### src/include/ftbs_pkg.sv
// Purpose: constants and types of the sequencer
// Assumes: 200 MHz pclk, elapsed time kept in tenths of a second
// Notes: all windows are whole tenths; elapsed counters saturate, never wrap
package ftbs_pkg;

    // =========================================================
    // clock and time base
    localparam int CLK_PERIOD_NS = 5;
    localparam int TICK_MS = 100;
    localparam int TICK_CYCLES = TICK_MS * 1000000 / CLK_PERIOD_NS;
    localparam int TIME_W = 18;

    // =========================================================
    // windows, in tenths of a second
    localparam int SEP_HOLD_TENTHS = 14;        // 1.4 s into third base
    localparam int RESTART_TENTHS = 150000;     // 4 h 10 min
    localparam int BURNER_LO_TENTHS = 480;      // 48 s
    localparam int BURNER_HI_TENTHS = 4969;     // 8 min 16.9 s
    localparam int EIGHTH_TENTHS = 50030;       // 1 h 23 min 23 s
    localparam int ALT8_TENTHS = 56348;         // 1 h 33 min 54.8 s
    localparam int NINTH_T6_TENTHS = 66800;     // 1 h 51 min 20 s
    localparam int NINTH_T5_TENTHS = 227200;    // 6 h 18 min 40 s
    localparam int SETTLE_TENTHS = 100;         // thrust settling delay

    // =========================================================
    // register map, byte addresses
    localparam logic [7:0] CTRL_OFS = 8'h00;
    localparam logic [7:0] EVENT_OFS = 8'h04;
    localparam logic [7:0] STATUS_OFS = 8'h08;
    localparam logic [7:0] ELAPSED_OFS = 8'h0c;
    localparam logic [7:0] HIST_OFS = 8'h10;

    // control register fields
    localparam int CTRL_OB_ARM_BIT = 0;
    localparam int CTRL_OX_ARM_BIT = 1;
    localparam logic [1:0] CTRL_RESET = 2'h0;

    // event register fields, write one to signal
    localparam int EV_SOLVED_BIT = 0;
    localparam int EV_ALT6_DONE_BIT = 1;
    localparam int EV_VEL_CUT_BIT = 2;
    localparam int EV_ENG_CUT_BIT = 3;
    localparam int EV_THRUST_LOSS_BIT = 4;

    // pin input vector positions
    localparam int PIN_N = 9;
    localparam int PIN_OB_CUT = 0;
    localparam int PIN_S2_CUT = 1;
    localparam int PIN_S2_OUT = 2;
    localparam int PIN_SEP_A = 3;
    localparam int PIN_SEP_B = 4;
    localparam int PIN_EO_A = 5;
    localparam int PIN_EO_B = 6;
    localparam int PIN_BURNER = 7;
    localparam int PIN_INHIBIT = 8;

    // =========================================================
    // current time base, one-hot
    typedef enum logic [10:0] {
        FTBS_PRE  = 11'h001,
        FTBS_B3   = 11'h002,
        FTBS_B4   = 11'h004,
        FTBS_B4A  = 11'h008,
        FTBS_B5   = 11'h010,
        FTBS_B6   = 11'h020,
        FTBS_B6A  = 11'h040,
        FTBS_B7   = 11'h080,
        FTBS_B8   = 11'h100,
        FTBS_B8A  = 11'h200,
        FTBS_B9   = 11'h400
    } ftbs_base_e;

endpackage

### src/hdl/ftbs_vote.sv
// Purpose: two-of-four vote over inputs latched per base
// Assumes: inputs already in the pclk domain
// Notes: a set arriving with the clear is kept, so no event is lost
`timescale 1ns/100ps
module ftbs_vote #(
    parameter int N = 4
) (
    input wire logic pclk,
    input wire logic presetn,
    input wire logic clear,
    input wire logic [N-1:0] in_set,
    output logic vote
);

    // =========================================================
    // population count
    function automatic int ftbs_ones(input logic [N-1:0] v);
        int n;
        n = 0;
        for (int i = 0; i < N; i++) begin
            n = n + int'(v[i]);
        end
        return n;
    endfunction

    logic [N-1:0] held_reg;
    logic [N-1:0] held_next;

    // latch each input until the next base start
    assign held_next = (clear ? '0 : held_reg) | in_set;

    always_ff @(posedge pclk or negedge presetn) begin
        if (!presetn) begin
            held_reg <= '0;
        end else begin
            held_reg <= held_next;
        end
    end

    assign vote = ftbs_ones(held_reg) >= 2;

endmodule

### src/hdl/ftbs_sequencer.sv
// Purpose: decides when the third to ninth flight time bases begin
// Assumes: APB slave with zero wait states, pins async to pclk
// Notes: elapsed time runs in tenths of a second from a tick divider
//
// How it works
// ox arm, then s2 cutoff or engines out starts base 4
// base 4 start pulses the second stage cutoff command
// separation request A or B starts the early staging base
// separation requests ignored before 1.4 s in base 3
// any two of four stage three events start base 5
// base 5 start pulses the third stage cutoff command
// base 6 needs solution, 4 h 10 min in base 5, no inhibit
// burner fault within 48 s to 496.9 s enters alt base, then back
// after settling, any two of four events start base 7
// base 7 start pulses the third stage cutoff command
// base 8 needs base 7, window since base 6, no inhibit
// alt 8 needs no base 6, no inhibit, window since solution
// inhibit held keeps the sequencer in base 5
// after settling in base 8 or alt 8, two of four start base 9
// base 7 without 8 allows base 9 a window after base 6
// no base 6, 8 or alt 8: base 9 a window after base 5
// base 9 start pulses the third stage cutoff command
// base 3 refused unless outboard depletion cutoff is armed
// one base identifier, elapsed counter cleared on each start
// vote inputs latch within a base and clear at next start
`timescale 1ns/100ps
module ftbs_sequencer #(
    parameter int TICK_CYCLES = ftbs_pkg::TICK_CYCLES,
    parameter int RESTART_TENTHS = ftbs_pkg::RESTART_TENTHS,
    parameter int EIGHTH_TENTHS = ftbs_pkg::EIGHTH_TENTHS,
    parameter int ALT8_TENTHS = ftbs_pkg::ALT8_TENTHS,
    parameter int NINTH_T6_TENTHS = ftbs_pkg::NINTH_T6_TENTHS,
    parameter int NINTH_T5_TENTHS = ftbs_pkg::NINTH_T5_TENTHS,
    parameter int SETTLE_TENTHS = ftbs_pkg::SETTLE_TENTHS
) (
    input wire logic pclk,
    input wire logic presetn,
    input wire logic psel,
    input wire logic penable,
    input wire logic pwrite,
    input wire logic [7:0] paddr,
    input wire logic [31:0] pwdata,
    output logic [31:0] prdata,
    output logic pready,
    output logic pslverr,
    input wire logic ob_cutoff_in,
    input wire logic s2_cutoff_in,
    input wire logic s2_engines_out_in,
    input wire logic sep_req_a_in,
    input wire logic sep_req_b_in,
    input wire logic engine_out_a_in,
    input wire logic engine_out_b_in,
    input wire logic burner_fault_in,
    input wire logic restart_inhibit_in,
    output logic s2_cutoff_cmd,
    output logic s3_cutoff_cmd,
    output logic base_start,
    output logic [10:0] base_onehot
);

    localparam int TW = ftbs_pkg::TIME_W;
    localparam int PN = ftbs_pkg::PIN_N;

    // =========================================================
    // elaboration checks
    generate
        if (TICK_CYCLES < 2) begin : g_bad_tick
            $error("tick divider needs at least two cycles");
        end
        if (NINTH_T5_TENTHS >= (1 << TW)) begin : g_bad_time
            $error("time window exceeds the elapsed counter width");
        end
    endgenerate

    // saturating tick count, shared by all elapsed counters
    function automatic logic [TW-1:0] ftbs_count(
        input logic [TW-1:0] v, input logic tick);
        if (tick && v != {TW{1'b1}}) begin
            return v + TW'(1);
        end
        return v;
    endfunction

    // true once a counter has reached a window in tenths
    function automatic logic ftbs_reached(
        input logic [TW-1:0] v, input int lim);
        return int'(v) >= lim;
    endfunction

    // =========================================================
    // pin synchronisers; only the second stage is read
    logic [PN-1:0] pin_raw;
    logic [PN-1:0] pin_meta_reg;
    logic [PN-1:0] pin_reg;

    assign pin_raw = {restart_inhibit_in, burner_fault_in, engine_out_b_in,
                      engine_out_a_in, sep_req_b_in, sep_req_a_in,
                      s2_engines_out_in, s2_cutoff_in, ob_cutoff_in};

    always_ff @(posedge pclk or negedge presetn) begin
        if (!presetn) begin
            pin_meta_reg <= '0;
            pin_reg <= '0;
        end else begin
            pin_meta_reg <= pin_raw;
            pin_reg <= pin_meta_reg;
        end
    end

    wire ob_cut = pin_reg[ftbs_pkg::PIN_OB_CUT];
    wire s2_cut = pin_reg[ftbs_pkg::PIN_S2_CUT];
    wire s2_out = pin_reg[ftbs_pkg::PIN_S2_OUT];
    wire sep_any = pin_reg[ftbs_pkg::PIN_SEP_A] | pin_reg[ftbs_pkg::PIN_SEP_B];
    wire eo_a = pin_reg[ftbs_pkg::PIN_EO_A];
    wire eo_b = pin_reg[ftbs_pkg::PIN_EO_B];
    wire burner = pin_reg[ftbs_pkg::PIN_BURNER];
    wire inhibit = pin_reg[ftbs_pkg::PIN_INHIBIT];

    // =========================================================
    // tenth-second tick divider
    logic [31:0] div_reg;
    logic tick_reg;

    always_ff @(posedge pclk or negedge presetn) begin
        if (!presetn) begin
            div_reg <= '0;
            tick_reg <= 1'b0;
        end else begin
            tick_reg <= (div_reg == 32'(TICK_CYCLES - 1));
            div_reg <= (div_reg == 32'(TICK_CYCLES - 1)) ? '0 : div_reg + 1;
        end
    end

    // =========================================================
    // APB slave: answer in the first access cycle
    logic [1:0] ctrl_reg;
    logic [31:0] rdata_reg;
    logic ready_reg;
    logic err_reg;
    logic [4:0] ev_reg;
    ftbs_pkg::ftbs_base_e base_reg;
    ftbs_pkg::ftbs_base_e base_next;
    logic [TW-1:0] el_reg;
    logic [3:0] hist_reg;
    logic solved_reg;

    wire setup = psel & ~penable;
    wire access = psel & penable & ready_reg;
    wire hit_ctrl = paddr == ftbs_pkg::CTRL_OFS;
    wire hit_ev = paddr == ftbs_pkg::EVENT_OFS;
    wire hit_stat = paddr == ftbs_pkg::STATUS_OFS;
    wire hit_el = paddr == ftbs_pkg::ELAPSED_OFS;
    wire hit_hist = paddr == ftbs_pkg::HIST_OFS;
    wire hit_any = hit_ctrl | hit_ev | hit_stat | hit_el | hit_hist;
    wire wr_ctrl = access & pwrite & hit_ctrl;
    wire wr_ev = access & pwrite & hit_ev;

    // read mux; the event register reads as zero
    wire [31:0] rd_mux =
        hit_ctrl ? {30'h0, ctrl_reg} :
        hit_stat ? {21'h0, base_reg} :
        hit_el ? {{(32 - TW){1'b0}}, el_reg} :
        hit_hist ? {27'h0, solved_reg, hist_reg} : 32'h0;

    // answer set up in the setup phase
    always_ff @(posedge pclk or negedge presetn) begin
        if (!presetn) begin
            rdata_reg <= '0;
            ready_reg <= 1'b0;
            err_reg <= 1'b0;
        end else begin
            ready_reg <= setup;
            err_reg <= setup & ~hit_any;
            rdata_reg <= (setup & ~pwrite) ? rd_mux : rdata_reg;
        end
    end

    // control levels and event pulses
    always_ff @(posedge pclk or negedge presetn) begin
        if (!presetn) begin
            ctrl_reg <= ftbs_pkg::CTRL_RESET;
            ev_reg <= '0;
        end else begin
            ctrl_reg <= wr_ctrl ? pwdata[1:0] : ctrl_reg;
            ev_reg <= wr_ev ? pwdata[4:0] : 5'h0;
        end
    end

    wire ob_arm = ctrl_reg[ftbs_pkg::CTRL_OB_ARM_BIT];
    wire ox_arm = ctrl_reg[ftbs_pkg::CTRL_OX_ARM_BIT];
    wire ev_solved = ev_reg[ftbs_pkg::EV_SOLVED_BIT];
    wire ev_alt6 = ev_reg[ftbs_pkg::EV_ALT6_DONE_BIT];
    wire ev_vel = ev_reg[ftbs_pkg::EV_VEL_CUT_BIT];
    wire ev_eng = ev_reg[ftbs_pkg::EV_ENG_CUT_BIT];
    wire ev_loss = ev_reg[ftbs_pkg::EV_THRUST_LOSS_BIT];

    // =========================================================
    // elapsed counters: this base, since base 5, base 6, solution
    logic [TW-1:0] t5_reg;
    logic [TW-1:0] t6_reg;
    logic [TW-1:0] cv_reg;
    logic vote;

    wire start = base_next != base_reg;
    wire in5 = start & (base_next == ftbs_pkg::FTBS_B5);
    wire in6 = start & (base_next == ftbs_pkg::FTBS_B6)
               & (base_reg == ftbs_pkg::FTBS_B5);

    // clear on entry; return from alt 6 keeps base 6 time
    always_ff @(posedge pclk or negedge presetn) begin
        if (!presetn) begin
            el_reg <= '0;
            t5_reg <= '0;
            t6_reg <= '0;
            cv_reg <= '0;
        end else begin
            el_reg <= start ? '0 : ftbs_count(el_reg, tick_reg);
            t5_reg <= in5 ? '0 : ftbs_count(t5_reg, tick_reg);
            t6_reg <= in6 ? '0 : ftbs_count(t6_reg, tick_reg);
            cv_reg <= (ev_solved & ~solved_reg) ? '0
                      : ftbs_count(cv_reg, tick_reg);
        end
    end

    // =========================================================
    // two-of-four vote, cleared at each base start
    wire own_cut = (base_reg == ftbs_pkg::FTBS_B4 ||
                    base_reg == ftbs_pkg::FTBS_B4A) ? ev_vel : ev_eng;

    ftbs_vote #(
        .N(4)
    ) u_vote (
        .pclk(pclk),
        .presetn(presetn),
        .clear(start),
        .in_set({ev_loss, own_cut, eo_b, eo_a}),
        .vote(vote)
    );

    // =========================================================
    // start conditions
    wire started6 = hist_reg[0];
    wire started7 = hist_reg[1];
    wire started8 = hist_reg[2];
    wire started8a = hist_reg[3];
    wire settled = ftbs_reached(el_reg, SETTLE_TENTHS);
    wire go3 = ob_cut & ob_arm;
    wire go4 = ox_arm & (s2_cut | s2_out);
    wire go4a = sep_any
                & ftbs_reached(el_reg, ftbs_pkg::SEP_HOLD_TENTHS);
    wire go6 = solved_reg & ~inhibit
               & ftbs_reached(el_reg, RESTART_TENTHS);
    wire go8a = ~started6 & ~inhibit & solved_reg
                & ftbs_reached(cv_reg, ALT8_TENTHS);
    wire go9_t5 = ~started6 & ~started8 & ~started8a & ~inhibit
                  & ftbs_reached(t5_reg, NINTH_T5_TENTHS);
    wire go6a = burner
                & ftbs_reached(t6_reg, ftbs_pkg::BURNER_LO_TENTHS)
                & ~ftbs_reached(t6_reg, ftbs_pkg::BURNER_HI_TENTHS + 1);
    wire go8 = started7 & ~inhibit
               & ftbs_reached(t6_reg, EIGHTH_TENTHS);
    wire go9_t6 = started7 & ~started8 & ~inhibit
                  & ftbs_reached(t6_reg, NINTH_T6_TENTHS);

    // next base; only these qualified starts change it
    always_comb begin
        base_next = base_reg;
        case (base_reg)
            ftbs_pkg::FTBS_PRE: begin
                if (go3) base_next = ftbs_pkg::FTBS_B3;
            end
            ftbs_pkg::FTBS_B3: begin
                if (go4) base_next = ftbs_pkg::FTBS_B4;
                else if (go4a) base_next = ftbs_pkg::FTBS_B4A;
            end
            ftbs_pkg::FTBS_B4, ftbs_pkg::FTBS_B4A: begin
                if (vote) base_next = ftbs_pkg::FTBS_B5;
            end
            ftbs_pkg::FTBS_B5: begin
                if (go6) base_next = ftbs_pkg::FTBS_B6;
                else if (go8a) base_next = ftbs_pkg::FTBS_B8A;
                else if (go9_t5) base_next = ftbs_pkg::FTBS_B9;
            end
            ftbs_pkg::FTBS_B6: begin
                if (go6a) base_next = ftbs_pkg::FTBS_B6A;
                else if (settled & vote) base_next = ftbs_pkg::FTBS_B7;
            end
            ftbs_pkg::FTBS_B6A: begin
                if (ev_alt6) base_next = ftbs_pkg::FTBS_B6;
            end
            ftbs_pkg::FTBS_B7: begin
                if (go8) base_next = ftbs_pkg::FTBS_B8;
                else if (go9_t6) base_next = ftbs_pkg::FTBS_B9;
            end
            ftbs_pkg::FTBS_B8, ftbs_pkg::FTBS_B8A: begin
                if (settled & vote) base_next = ftbs_pkg::FTBS_B9;
            end
            ftbs_pkg::FTBS_B9: begin
                base_next = ftbs_pkg::FTBS_B9;
            end
            default: begin
                base_next = ftbs_pkg::FTBS_PRE;
            end
        endcase
    end

    // =========================================================
    // base register, history and redundant cutoff pulses
    wire to4 = start & (base_next == ftbs_pkg::FTBS_B4);
    wire to7 = start & (base_next == ftbs_pkg::FTBS_B7);
    wire to8 = start & (base_next == ftbs_pkg::FTBS_B8);
    wire to8a = start & (base_next == ftbs_pkg::FTBS_B8A);
    wire to9 = start & (base_next == ftbs_pkg::FTBS_B9);

    always_ff @(posedge pclk or negedge presetn) begin
        if (!presetn) begin
            base_reg <= ftbs_pkg::FTBS_PRE;
            hist_reg <= '0;
            solved_reg <= 1'b0;
            s2_cutoff_cmd <= 1'b0;
            s3_cutoff_cmd <= 1'b0;
            base_start <= 1'b0;
        end else begin
            base_reg <= base_next;
            hist_reg <= hist_reg | {to8a, to8, to7, in6};
            solved_reg <= solved_reg | ev_solved;
            s2_cutoff_cmd <= to4;
            s3_cutoff_cmd <= in5 | to7 | to9;
            base_start <= start;
        end
    end

    // the cutoff pulses and base_start line up with base_onehot
    assign base_onehot = base_reg;
    assign prdata = rdata_reg;
    assign pready = ready_reg;
    assign pslverr = err_reg;

endmodule

### config.mk
export PLATFORM = sky130hd
export DESIGN_NAME = ftbs_sequencer
export DESIGN_NICKNAME = d
export VERILOG_FILES = /design/src/include/ftbs_pkg.sv /design/src/hdl/ftbs_vote.sv /design/src/hdl/ftbs_sequencer.sv
export SDC_FILE = /design/constraint.sdc
export NUM_CORES = 1
export LEC_CHECK = 0
export BUFFER_PORTS_ARGS = -buffer_cell sky130_fd_sc_hd__buf_2
export CORE_MARGIN = 4
export CORE_UTILIZATION = 55
export DETAILED_ROUTE_END_ITERATION = 12
export HOLD_SLACK_MARGIN = 0.1
export PLACE_DENSITY = 0.8
export SLEW_MARGIN = 0
export SYNTH_ARGS = -nofsm -noshare
export SYNTH_HDL_FRONTEND = slang
export SYNTH_HIERARCHICAL = 1
export SYNTH_SLANG_ARGS = --single-unit
### constraint.sdc
create_clock -name pclk -period 8.5 [get_ports pclk]
set_clock_uncertainty 0.15 [all_clocks]
set_input_delay 1.7 -clock pclk [delete_from_list [all_inputs] [get_ports pclk]]
set_output_delay 1.7 -clock pclk [all_outputs]
set_load 0.05 [all_outputs]
==> results.cfg <==
[synthesis]
syn_avg_cell_area_um2 = 9.88
syn_inst = 873
synth-main-ff-cell = dfrtp_1
synth_area_leaders = dfrtp_1, nor2_1, xor2_1
netlist.top_cell.by_area = dfrtp_1
synth_edf_count = 0
synthArstFlopShare = 1.00
ys_ff_latch = 173
netlist_top_cells_count = dfrtp_1, nor2_1, nand2_1, xor2_1, xnor2_1
synth_most_common_cell = dfrtp_1
ys_types = 71
yosysSeqAreaShare = 0.502
synth_area_mm2 = 0.00863
synth_warnings = 6
synth_top_cell_area_share = 0.499

[finish]
largest_register_ffs = 32
syn2layout_area_growth_pct = 11.4
diodes = 0
fillers = 1283
final_core_util = 0.628
drive_gt1_frac = 0.124
nNetsFinal = 987

[die]
start_util = 0.563
core-area_mm2 = 0.0153
dieWidth_um = 133
rows = 45
fp.dieH_um = 133
io_pins = 102
dieArea_mm2 = 0.0178

[status]
outcome = finished clean

[timing]
setup_slack_ns = 4.42
worst_pin_slew_ns = 1.16
rsz0062_at_grt = false
slew_violations = 0
fin_setup_tns_ns = 0
hold_viol = 0
fmax_mhz = 245
timing.final.crit_share = 0.480
setup_violations = 0
fin_crit_ns = 4.08
maxSlewHeadroom = 0.218
hold_slack_ns = 0.199

[worst_setup_path]
cp_slowest_cell = nor3_1
worstPathRequired_ns = 8.72
critPathKind = flop to flop
path_cells = nor3_1 -> and2_1 -> nand4_1 -> a21oi_1 -> o211ai_1 -> a221oi_1 -> nand2_1 -> inv_1 -> a21o_1
worst_path_largest_cell_delay_ns = 1.00
crit_arrival_ns = 4.30
start_kind = flop
crit_path_end_kind = flop
critical_path_peak_fanout = 21

[global_route]
grt_pass1_wl_um = 30300
grt.overflow.total = 0
grt_pass1_vias = 6118
antenna_found_initial = 0
grt_start_max_net_pins = 105
grt_use_total = 0.208

[detailed_routing]
ant_nets = 0
routedWlPerCell_um = 15.6
routed-via-count = 6432
drc_errors = 0
vias_per_cell = 5.61
drtIter0Drc = 513
first_pass_iters = 5
finalWirelength_um = 17800

[cts]
post_cts_resized = 0
insertion_delay_ns = 0.43
cts_setup_buffers = 0
cts.path.max_buffers = 2
h-tree-depth = 4
clock-root-buffer = clkbuf_16
cts-buffers-inserted = 17
hold_buffers = 0
cts.sinks = 173
clkTransAtPathRegs_ns = 0.07
cts_tree = yes

[pwr]
p_leak_nw = 4.54
power_w = 0.00169
power_density_mw_per_mm2 = 176
ir_drop_mv = 0.138

[job]
cap_violations = 0

[place]
gp_congestion = 0.937
dp_slack_ns = 4.43
io_buffers = 60
dpl.hpwl_um = 12400

[min_path]
min_path_type = flop to flop
## final timing paths
path	startpoint	to	slack (ns)	cells past startpoint
worst min-delay path	pin_meta_reg[7]	pin_reg[7]	0.20	0
worst max-delay path	base_onehot[9]	u_vote/held_reg[2]	4.42	9
worst max register to register	base_onehot[9]	u_vote/held_reg[2]	4.42	9
worst min register to register	pin_meta_reg[7]	pin_reg[7]	0.20	0
max in group asynchronous	presetn	el_reg[13]	5.60	2
min in group asynchronous	presetn	pin_meta_reg[7]	1.21	1
## placed cells by master (no fill, tap or decap), types with 9 or more instances in the layout
cell type	synthesis	final
a21oi_1	17	17
and2_1	13	13
and3_1	15	15
buf_2	7	59
clkbuf_16	0	17
conb_1	1	14
dfrtp_1	172	172
ha_1	11	11
inv_1	27	27
mux2i_1	18	18
nand2_1	80	80
nand2b_1	9	9
nand3_1	42	42
nand4_1	32	32
nor2_1	121	121
nor3_1	17	17
o21ai_0	23	23
o31ai_1	9	9
xnor2_1	44	44
xor2_1	46	46
## where the power goes
part           switching, W  internal (W)
logic             0.0000541     0.0000150
registers        0.00000429      0.000830
clock network      0.000336      0.000448
total              0.000395       0.00129
## through the flow
step	instances	cell area, um^2
final	1146	9620
after global routing	1146	9620
after CTS	1146	9620
after detailed placement	1114	9020
after global placement	1114	9020
after floorplan	886	8680
## worst max-delay path: cells and delay by family, from the launching register on
kind / cells / cell delay (ns)
simple gates: 4 / 2.13
compound gates: 4 / 0.90
flops: 1 / 0.54
buf+inv: 1 / 0.30
## logic make-up (layout without fill, tap and decap cells)
| logic type | after synthesis | count (layout) | synth area share |
|---|---|---|---|
| AND/OR/NAND/NOR | 391 | 391 | 0.230 |
| buffers and inverters | 73 | 122 | 0.0406 |
| XOR/XNOR | 90 | 90 | 0.0913 |
| multiplexers | 20 | 20 | 0.0235 |
| other | 1 | 14 | 0.000435 |
| AO/OA/AOI/OAI | 114 | 114 | 0.0969 |
| flip-flops | 173 | 173 | 0.502 |
| adder cells (fa/ha/maj) | 11 | 11 | 0.0159 |
## final cells by class
cell class              instances  area [um^2]  share of cell area
inverters                      27          101              0.0105
repair buffers                 63          329              0.0342
clock inverters                13          150              0.0156
flip-flops and latches        173         4330               0.450
clock buffers                  19          443              0.0461
well taps                     211          264              0.0275
multi-input cells             640         4000               0.416
## metal layers
metal  vias up  wire, um  track usage
li1       3111         -            -
met1      3090      8450        0.301
met2       189      7860        0.308
met3        42      1010       0.0483
met4         0       495       0.0789
met5         -         0            0
Note: power is estimated with default switching activity, not from simulation.
